--- config.mk ---
export PLATFORM = sky130hd
export DESIGN_NAME = return_and_rotate_execute
export DESIGN_NICKNAME = d
export VERILOG_FILES = /design/src/verilog/retrot_pkg.sv /design/src/verilog/rotate_link_if.sv /design/src/verilog/return_and_rotate_execute.sv /design/src/verilog/rotate_spill_unit.sv
export VERILOG_INCLUDE_DIRS = /design/src /design/src/verilog
export SDC_FILE = /design/constraint.sdc
export NUM_CORES = 1
export LEC_CHECK = 0
export ABC_CLOCK_PERIOD_IN_PS = 3000
export BUFFER_PORTS_ARGS = -buffer_cell sky130_fd_sc_hd__buf_2
export CAP_MARGIN = 20
export CORE_MARGIN = 2
export CORE_UTILIZATION = 25
export CTS_BUF_LIST = sky130_fd_sc_hd__clkbuf_4
export DETAILED_ROUTE_END_ITERATION = 10
export PLACE_DENSITY = 0.55
export SLEW_MARGIN = 20
export SYNTH_ARGS = -nofsm -noshare
export SYNTH_HDL_FRONTEND = slang
export SYNTH_SLANG_ARGS = --single-unit
--- constraint.sdc ---
create_clock -name core_clk -period 3 [get_ports core_clk]
set_clock_uncertainty 0.2 [all_clocks]
set_input_delay 0.45 -clock core_clk [delete_from_list [all_inputs] [get_ports core_clk]]
set_output_delay 0.45 -clock core_clk [all_outputs]
set_load 0.01 [all_outputs]
--- src/verilog/retrot_consts.svh ---
// Encodings, field positions, reset values and cycle counts for the return and rotate execute block.
//
// Behaviour
// - Return-with-literal is 0x0C upper byte, literal low.
// - Return-with-literal loads accumulator with literal.
// - Return-with-literal pops stack into program counter.
// - Return 0x0012/0x0013 pops stack into program counter.
// - s set restores accumulator, flags, bank from shadows.
// - s clear leaves accumulator, flags, bank alone.
// - Rotate: top nibble 0011, bits 3:2 01.
// - Rotate updates carry, negative and zero flags.
// - d clear writes accumulator, d set writes register.
// - a clear uses access bank, a set uses bank register.
// - a clear, extended set, f up to 0x5F: indexed.
`ifndef RETROT_CONSTS_SVH
`define RETROT_CONSTS_SVH

`define RET_LIT_UPPER   8'h0C
`define RETURN_MASK     16'hFFFE
`define RETURN_CODE     16'h0012
`define ROT_NIBBLE      4'h3
`define ROT_SUBCODE     2'h1
`define F_LSB           4
`define F_MSB           11
`define D_BIT           1
`define A_BIT           0
`define S_BIT           0
`define IDX_LIMIT       8'h5F
`define ACC_SPLIT       8'h80
`define ACC_HIGH_BANK   4'hF
`define ACC_LOW_BANK    4'h0
`define FLAG_C          0
`define FLAG_Z          2
`define FLAG_N          4
`define W_RESET         8'h00
`define STATUS_RESET    8'h00
`define BANK_RESET      4'h0
`define RETURN_CYCLES   2
`define ROTATE_CYCLES   1

`endif

--- src/verilog/retrot_pkg.sv ---
// Types shared by the return and rotate execute block.
package retrot_pkg;

	typedef enum logic [1:0] {
		OP_NONE    = 2'b00,
		OP_RET_LIT = 2'b01,
		OP_RETURN  = 2'b10,
		OP_ROTATE  = 2'b11
	} op_type;

	typedef enum logic [1:0] {
		PH_Q1 = 2'b00,
		PH_Q2 = 2'b01,
		PH_Q3 = 2'b10,
		PH_Q4 = 2'b11
	} phase_type;

	typedef enum logic {
		ST_EXEC  = 1'b0,
		ST_FLUSH = 1'b1
	} state_type;

endpackage

--- src/verilog/rotate_link_if.sv ---
// Operand and result signals between the execute sequencer and the rotate datapath.
`timescale 1ns/100ps
interface rotate_link_if #(
	parameter int DATA_W = 8
);
	logic [DATA_W-1:0] operand;
	logic              carry_in;
	logic [DATA_W-1:0] result;
	logic              carry_out;
	logic              negative;
	logic              zero;

	modport unit (input operand, input carry_in, output result, output carry_out, output negative, output zero);
	modport user (output operand, output carry_in, input result, input carry_out, input negative, input zero);
endinterface

--- src/verilog/return_and_rotate_execute.sv ---
// Execute sequencer for return-with-literal, return-from-subroutine and rotate-left-through-carry.
`timescale 1ns/100ps
`include "retrot_consts.svh"
module return_and_rotate_execute
	import retrot_pkg::*;
#(
	parameter int PC_W   = 21,
	parameter int ADDR_W = 12
) (
	// Clock and reset
	input  wire logic              core_clk,
	input  wire logic              rst,
	// Instruction word offered in phase Q1
	input  wire logic [15:0]       instr_word,
	input  wire logic              instr_valid,
	// Configuration
	input  wire logic              xinst_en,
	input  wire logic [ADDR_W-1:0] fsr2_base,
	// Stack
	input  wire logic [PC_W-1:0]   stack_head,
	output logic                   stack_pop,
	output logic                   pc_load,
	output logic [PC_W-1:0]        pc_value,
	// Shadow copies
	input  wire logic [7:0]        shadow_accumulator,
	input  wire logic [7:0]        shadow_flags,
	input  wire logic [3:0]        shadow_bank_pick,
	// File register port
	output logic [ADDR_W-1:0]      file_addr,
	output logic                   file_indexed,
	output logic                   file_rd,
	input  wire logic [7:0]        file_rdata,
	output logic                   file_wr,
	output logic [7:0]             file_wdata,
	// Core state
	output logic [7:0]             w_value,
	output logic [7:0]             status_value,
	output logic [3:0]             bank_pick_register,
	output logic [1:0]             phase,
	output logic                   busy,
	output logic                   flush
);

	// Opcode classification, shared by decode and by any future predecode.
	function automatic op_type op_of(input logic [15:0] word);
		op_type op;
		op = OP_NONE;
		if (word[15:8] == `RET_LIT_UPPER) begin
			op = OP_RET_LIT;
		end else if ((word & `RETURN_MASK) == `RETURN_CODE) begin
			op = OP_RETURN;
		end else if (word[15:12] == `ROT_NIBBLE && word[3:2] == `ROT_SUBCODE) begin
			op = OP_ROTATE;
		end
		return op;
	endfunction

	// Physical file address for an 8-bit operand field.
	// Without the bank register the low half of the access bank maps to bank 0 and the high half to bank F; with ext set, f up to 0x5F is indexed from base instead.
	function automatic logic [ADDR_W:0] map_file(
		input logic [7:0]        f,
		input logic              a,
		input logic              ext,
		input logic [3:0]        bank,
		input logic [ADDR_W-1:0] base
	);
		logic [ADDR_W:0] m;
		m = '0;
		if (a) begin
			m = {1'b0, bank, f};
		end else if (ext && f <= `IDX_LIMIT) begin
			m = {1'b1, ADDR_W'(base + ADDR_W'(f))};
		end else if (f >= `ACC_SPLIT) begin
			m = {1'b0, `ACC_HIGH_BANK, f};
		end else begin
			m = {1'b0, `ACC_LOW_BANK, f};
		end
		return m;
	endfunction

	phase_type         q_r;
	phase_type         q_nxt;
	state_type         state_r;
	state_type         state_nxt;
	op_type            op_r;
	op_type            dec_op;
	logic [15:0]       ir_r;
	logic [7:0]        lit_r;
	logic [7:0]        w_r;
	logic [7:0]        status_r;
	logic [3:0]        bank_r;
	logic [ADDR_W-1:0] addr_r;
	logic              indexed_r;
	logic              rd_r;
	logic              wr_r;
	logic [7:0]        wdata_r;
	logic [7:0]        res_r;
	logic              res_c_r;
	logic              res_n_r;
	logic              res_z_r;
	logic              pop_r;
	logic              pc_load_r;
	logic [PC_W-1:0]   pc_value_r;

	wire logic         take;
	wire logic         take_rot;
	wire logic [ADDR_W:0] dec_map;
	wire logic         at_q1;
	wire logic         at_q2;
	wire logic         at_q3;
	wire logic         at_q4;
	wire logic         is_ret;
	wire logic         dest_file;
	wire logic         restore;

	rotate_link_if #(.DATA_W(8)) rot ();

	rotate_spill_unit #(
		.DATA_W (8)
	) u_rotate (
		.link (rot.unit)
	);

	assign q_nxt     = phase_type'(q_r + 2'h1);
	assign at_q1     = (q_r == PH_Q1);
	assign at_q2     = (q_r == PH_Q2);
	assign at_q3     = (q_r == PH_Q3);
	assign at_q4     = (q_r == PH_Q4);
	assign dec_op    = op_of(instr_word);
	// During the flush cycle the fetched word is stale, so nothing is taken.
	assign take      = at_q1 && state_r == ST_EXEC && instr_valid && dec_op != OP_NONE;
	assign take_rot  = take && dec_op == OP_ROTATE;
	assign dec_map   = map_file(instr_word[`F_MSB:`F_LSB], instr_word[`A_BIT], xinst_en, bank_r, fsr2_base);
	assign is_ret    = (op_r == OP_RET_LIT) || (op_r == OP_RETURN);
	assign dest_file = ir_r[`D_BIT];
	assign restore   = (op_r == OP_RETURN) && ir_r[`S_BIT];

	// The rotate operand is taken straight from the read port in Q3.
	assign rot.operand  = file_rdata;
	assign rot.carry_in = status_r[`FLAG_C];

	// A return holds off the next fetch for one whole cycle while the new address is fetched.
	always_comb begin
		state_nxt = state_r;
		unique case (state_r)
			ST_EXEC: begin
				if (at_q4 && is_ret) begin
					state_nxt = ST_FLUSH;
				end
			end
			ST_FLUSH: begin
				if (at_q4) begin
					state_nxt = ST_EXEC;
				end
			end
		endcase
	end

	always_ff @(posedge core_clk) begin
		if (rst) begin
			q_r     <= PH_Q1;
			state_r <= ST_EXEC;
		end else begin
			q_r     <= q_nxt;
			state_r <= state_nxt;
		end
	end

	// Decode in Q1.
	always_ff @(posedge core_clk) begin
		if (rst) begin
			op_r <= OP_NONE;
			ir_r <= 16'h0000;
		end else if (at_q1) begin
			op_r <= take ? dec_op : OP_NONE;
			if (take) begin
				ir_r <= instr_word;
			end
		end else if (at_q4) begin
			// Clearing here lets busy drop as soon as the next Q1 begins.
			op_r <= OP_NONE;
		end
	end

	// Literal read in Q2.
	always_ff @(posedge core_clk) begin
		if (rst) begin
			lit_r <= 8'h00;
		end else if (at_q2 && op_r == OP_RET_LIT) begin
			lit_r <= ir_r[7:0];
		end
	end

	// File read strobe stands through Q2; the address holds until the next rotate.
	always_ff @(posedge core_clk) begin
		if (rst) begin
			addr_r    <= '0;
			indexed_r <= 1'b0;
			rd_r      <= 1'b0;
		end else if (at_q1) begin
			rd_r <= take_rot;
			if (take_rot) begin
				addr_r    <= dec_map[ADDR_W-1:0];
				indexed_r <= dec_map[ADDR_W];
			end
		end else begin
			rd_r <= 1'b0;
		end
	end

	// Process in Q3, stage the write for Q4.
	// The write data is registered at the end of Q3 together with the strobe so that it stands unchanged throughout the Q4 strobe.
	always_ff @(posedge core_clk) begin
		if (rst) begin
			res_r   <= 8'h00;
			res_c_r <= 1'b0;
			res_n_r <= 1'b0;
			res_z_r <= 1'b0;
			wr_r    <= 1'b0;
			wdata_r <= 8'h00;
		end else if (at_q3 && op_r == OP_ROTATE) begin
			res_r   <= rot.result;
			res_c_r <= rot.carry_out;
			res_n_r <= rot.negative;
			res_z_r <= rot.zero;
			wr_r    <= dest_file;
			wdata_r <= rot.result;
		end else begin
			wr_r <= 1'b0;
		end
	end

	// Stack pop and program counter load stand through Q4 of a return.
	// The stack head is captured at the end of Q3 so that pc_value is settled for the whole pulse.
	always_ff @(posedge core_clk) begin
		if (rst) begin
			pop_r      <= 1'b0;
			pc_load_r  <= 1'b0;
			pc_value_r <= '0;
		end else if (at_q3 && is_ret) begin
			pop_r      <= 1'b1;
			pc_load_r  <= 1'b1;
			pc_value_r <= stack_head;
		end else begin
			pop_r     <= 1'b0;
			pc_load_r <= 1'b0;
		end
	end

	// Accumulator commit at the end of Q4.
	always_ff @(posedge core_clk) begin
		if (rst) begin
			w_r <= `W_RESET;
		end else if (at_q4) begin
			if (op_r == OP_RET_LIT) begin
				w_r <= lit_r;
			end else if (restore) begin
				w_r <= shadow_accumulator;
			end else if (op_r == OP_ROTATE && !dest_file) begin
				w_r <= res_r;
			end
		end
	end

	// Flags and bank commit at the end of Q4; a plain return leaves them alone.
	// A restore copies the whole flags byte, including bits that this block never computes.
	always_ff @(posedge core_clk) begin
		if (rst) begin
			status_r <= `STATUS_RESET;
			bank_r   <= `BANK_RESET;
		end else if (at_q4) begin
			if (restore) begin
				status_r <= shadow_flags;
				bank_r   <= shadow_bank_pick;
			end else if (op_r == OP_ROTATE) begin
				status_r[`FLAG_C] <= res_c_r;
				status_r[`FLAG_N] <= res_n_r;
				status_r[`FLAG_Z] <= res_z_r;
			end
		end
	end

	// Returns with s clear fall through both commits above untouched.

	assign stack_pop          = pop_r;
	assign pc_load            = pc_load_r;
	assign pc_value           = pc_value_r;
	assign file_addr          = addr_r;
	assign file_indexed       = indexed_r;
	assign file_rd            = rd_r;
	assign file_wr            = wr_r;
	assign file_wdata         = wdata_r;
	assign w_value            = w_r;
	assign status_value       = status_r;
	assign bank_pick_register = bank_r;
	assign phase              = q_r;
	assign busy               = (op_r != OP_NONE) || (state_r == ST_FLUSH);
	assign flush              = (state_r == ST_FLUSH);

endmodule // return_and_rotate_execute

--- src/verilog/rotate_spill_unit.sv ---
// Combinational rotate-left-through-carry datapath with flag generation.
`timescale 1ns/100ps
module rotate_spill_unit #(
	parameter int DATA_W = 8
) (
	rotate_link_if.unit link
);
	assign link.result    = {link.operand[DATA_W-2:0], link.carry_in};
	assign link.carry_out = link.operand[DATA_W-1];
	assign link.negative  = link.operand[DATA_W-2];
	assign link.zero      = (link.result == '0);
endmodule // rotate_spill_unit

# Word-level counts from Yosys, hierarchy flattened
# Cells that the tools add are included.
[word_totals]
reg_bits = 89
wordCells = 88
out_inout_bits = 70
[classes]
n_addsub = 2
n_mux = 22
reduce_logical = 29
n_lt_le_gt_ge = 2
bitwise = 3
eq_ne = 11
[op_table]
columns = ["cell", "count"]
rows = [
  ["$mux 13", 2],
  ["$mux 8", 3],
  ["$eq 15x4->1 const B", 1],
  ["$add 12x8->12", 1],
  ["$logic_and 1x1->1", 12],
  ["$mux 12", 1],
  ["$mux 2", 6],
  ["$eq 2x2->1 const B", 5],
  ["$reduce_and 2->1", 5],
  ["$mux 1", 9],
  ["$eq 8x4->1 const B", 1],
  ["$ge 8x8->1 const B", 1],
  ["$le 8x7->1 const B", 1],
  ["$logic_not 8->1", 1],
  ["$reduce_bool 2->1", 4],
  ["$eq 2x1->1 const B", 3],
  ["$eq 4x2->1 const B", 1],
  ["$reduce_or 2->1", 2],
  ["$not 1->1", 3],
  ["$reduce_bool 3->1", 1],
  ["$add 2x1->2 const B", 1],
  ["$logic_not 2->1", 1],
  ["$logic_or 1x1->1", 2],
  ["$pmux 1 s2", 1],
  ["$logic_not 1->1", 1],
]

# Longest topological paths before layout
[logic_depth]
ltp_word = 9
ltp_mapped = 9
mapped_depth_nobuf = 8

# By module
# A second synthesis with hierarchy kept.
[hier_totals]
cells_unflattened = 518
hier_area_um2 = 4252.8
[modules_own_cells]
columns = ["module", "instances", "cells_per_inst", "seq_area_each_um2", "area_each_um2"]
rows = [
  ["return_and_rotate_execute", 1, 505, 1781.7, 4159.0],
  ["rotate_spill_unit", 1, 13, 0.0, 93.8],
]

# Worst setup path before layout
# No wires, ideal clock.
[synth_timing]
path_kind = "input-to-reg"
from = "in instr_word[4]"
to = "reg addr_r[8], in the netlist file_addr[8]"
setup_ns = 0.101
arrival_ns = 2.125
slack_ns = 0.574
stages = 8
path_cell_list = "ha_1 fa_1 a211oi_1 nor2_1 o21ai_0 xnor2_1 a21oi_1 o41ai_1"
[synth_via]
elab_chain_cells = 7
word_cells_on_any_way = 15
classes_between = "1 x add/sub; 2 x order compare; 2 x eq/ne; 5 x mux; 5 x reduce/logical"
[synth_lines]
columns = ["element", "line", "text"]
rows = [
  ["start: declaration", "return_and_rotate_execute.sv:14", "input wire logic [15:0] instr_word,"],
  ["parallel branches: the longest is 7 deep, another holds $add 12x8->12", "--", ""],
  ["end signal: assignment", "return_and_rotate_execute.sv:203", "addr_r <= dec_map[ADDR_W-1:0];"],
  ["end: declaration", "return_and_rotate_execute.sv:92", "logic [ADDR_W-1:0] addr_r;"],
]
# Parallel ways; which one is timed is not known.
# A chain may end at the register's enable or synchronous reset.

# Worst setup path after layout
[layout_timing]
from = "in instr_word[4]"
to = "reg addr_r[10], in the netlist file_addr[10]"
# The elaborated chain is that of the path after synthesis.

==> results_dict.tcl <==
set metrics [dict create \
    post_synth.cell_area_avg_sq_um 8.27 \
    ys_top_cells_by_area "dfxtp_1, nand2_1, a21oi_1, mux2i_1, ha_1" \
    drc_errors 0 \
    relSlewSlack_pct 48.7 \
    maxCapViolCount 0 \
    initial_core_util_pct 25.4 \
    timing_max_transition_violations_final 0 \
    synthToLayoutAreaGrowth_pct 34.2 \
    ys_warn_count 0 \
    drt_pass1_iterations 4 \
    detail-route-antenna-nets 0 \
    max_slew.worst_pin.slew_ns 0.768 \
    first_iteration_detailed_routing_drc_count 166 \
    fp.dieArea_sq_um 17800 \
    setup_tns_ns 0 \
    run_status "finished, final reports clean" \
    synth_seq_cells 88 \
    hpwlAfterDp_mm 8.99 \
    async_reset_ff_share_pct 0 \
    synth.cell_area_sq_um 4180 \
    final_layout_size_suffix_gt1_share_pct 27.8 \
    ctsLongestPathBuffers 2 \
    grt_pass1_vias 3828 \
    synth_top_cell_area_share_pct 42.1 \
    number_of_h_tree_branching_levels 3 \
    setup_viol 0 \
    totalWireLength_mm 12.6 \
    global_route_wire_length_before_repair_mm 19.7 \
    clkSlewWorstSetupHoldPaths_ns 0.14 \
    grt_start_max_net_pins 46 \
    synth_edf_count 0 \
    power-per-cell-area_nw_per_um2 367 \
    hold_viol 0 \
    timing.setup.critical_path_class "in -> reg" \
    grt_use_total_pct 14.0 \
    post-route-worst-setup-slack_ns 0.700 \
    port-buffer-count 150 \
    io_pins 151 \
    crit_arrival_ns 2.46 \
    timing.critical_path.max_delay_family "compound AO/OA/AOI/OAI gates" \
    max-vdd-ir-drop_mv 0.138 \
    layout.nets 780 \
    antenna_found_initial 2 \
    cts_buffers 9 \
    mappedNetlistNets 604 \
    clk-insertion-delay-late_ns 0.45 \
    synth_cells 506 \
    path_buf_inv 1 \
    place_worst_setup_slack_ns 0.198 \
    synth_ff_type "dfxtp_1" \
    ctsRootBufferMaster "clkbuf_4" \
    grt_setup_unrepaired "false" \
    worst_setup_path_end_kind "flip-flop" \
    worstHoldPathType "in -> reg" \
    synth_sequential_area_ratio_pct 42.1 \
    grt_total_ovfl 0 \
    ys_types 57 \
    setup.worst_path.start_class "input pin" \
    detailroute.via_count 4090 \
    synth_top_area_cell "dfxtp_1" \
    die-width_um 133 \
    cpPeakStageDelay_ns 0.43 \
    required_ns 3.16 \
    cp_max_fo 4 \
    timing.critical_path.cells "buf_2 -> ha_1 -> fa_1 -> a211oi_1 -> nor2_1 -> o211ai_1 -> xnor2_1 -> a21oi_1 -> o41ai_1" \
    rows 47 \
    core-area_sq_um 16500 \
    clock.fmax_ghz 0.435 \
    post-synth-top-count-cell "nand2_1" \
    routedWlPerCell_um 13.8 \
    drt-vias-per-instance 4.50 \
    clock_sink_count 88 \
    layout_min_cycle_time_ns 2.30 \
    globalplace.congestion 0.800 \
    die_y_um 133 \
    synth_top_cells_by_count "nand2_1, dfxtp_1, a21oi_1, nor2_1, mux2i_1" \
    period_share_pct 76.7 \
    leakage_nw 2.41 \
    cts_tree "yes" \
    slowest_stage_cell_crit_path "fa_1" \
]
[cells by family after synthesis]
kind of cell	synth area share (%)
flip-flops	42.1
AO/OA/AOI/OAI	17.7
adder cells (fa/ha/maj)	5.26
XOR/XNOR	1.26
multiplexers	6.22
buffers and inverters	3.71
AND/OR/NAND/NOR	23.8
[per-layer routing]
metal | vias to the layer above | track usage (%) | wire (um) | share of wire (%)
met5 | - | 0 | 0 | 0
met4 | 0 | 5.73 | 320 | 2.5
met3 | 18 | 2.66 | 693 | 5.5
met2 | 129 | 22.3 | 5490 | 44
met1 | 1842 | 18.7 | 6080 | 48
li1 | 2101 | - | - | -
[registers in the layout, summed over array words and instances, names as in the netlist, 2 cells and up]
signal,cells
pc_value,21
file_addr,12
ir_r,8
lit_r,8
res_r,8
status_value,8
w_value,8
bank_pick_register,4
op_r,2
phase,2
[per-stage QoR]
| stage | hold slack [ns] | std cells | power [W] | instance area (sq um) | util (%) |
|---|---|---|---|---|---|
| 2_1_floorplan | 0.237 | 506 | 0.00134 | 4180 | - |
| 6_report | 0.0595 | 909 | 0.00206 | 5610 | 34.1 |
| 3_5_place_dp | 0.243 | 854 | 0.00144 | 5130 | 31.1 |
| 4_1_cts | 0.00125 | 907 | 0.00210 | 5610 | 34.1 |
| 5_1_grt | 0.0166 | 909 | 0.00218 | 5610 | 34.1 |
| 3_3_place_gp | 0.239 | 854 | 0.00144 | 5130 | 31.1 |
[repair_timing]
action | in CTS | in global routing
hold endpoints to repair | 37 | 0
resized for setup | 0 | 0
hold buffers | 37 | 0
buffers inserted | 0 | 0
[layout by cell type (no fill, tap or decap), drive strengths merged, types with 12 or more instances in the layout]
cell	instances
a211oi	12
a21oi	67
buf	156
dfxtp	88
dlygate4sd3	37
ha	16
mux2i	26
nand2	116
nand3	15
nor2	45
o21ai	17
[where the power goes]
part           switching, W  total [W]  internal, W
clock              0.000435   0.000604     0.000170
combinational      0.000145   0.000278     0.000133
sequential       0.00000376    0.00118      0.00117
total              0.000583    0.00206      0.00148
[worst reg2reg max path, delay by kind of cell, from the launching register on]
family / cells / cell delay [ns]
compound gates: 1 / 0.07
flops: 1 / 0.36
buf+inv: 1 / 0.09
simple gates: 3 / 1.19
fa+ha+maj: 1 / 0.18
[final cells by class]
cell class,count,area [sq um]
Fill cell,1748,10900
Multi-Input combinational cell,383,2270
Sequential cell,88,1760
Antenna cell,2,5.00
Inverter,7,26.3
Timing Repair Buffer,193,1170
Tap cell,220,275
Clock inverter,7,43.8
Clock buffer,9,67.6
[final timing paths]
check                                  from                           end  slack [ns]  cells past startpoint
hold / removal                instr_word[1]          ir_r[1]$_SDFFE_PP0P_        0.06                      3
setup reg to reg       op_r[0]$_SDFFE_PP0P_  status_value[7]$_SDFFE_PP0P_        0.79                      6
hold reg to reg   pc_value[10]$_SDFFE_PP0P_     pc_value[10]$_SDFFE_PP0P_        0.26                      2
setup / recovery              instr_word[4]    file_addr[10]$_SDFFE_PP0P_        0.70                      9
(Power assumes the default switching activity.)
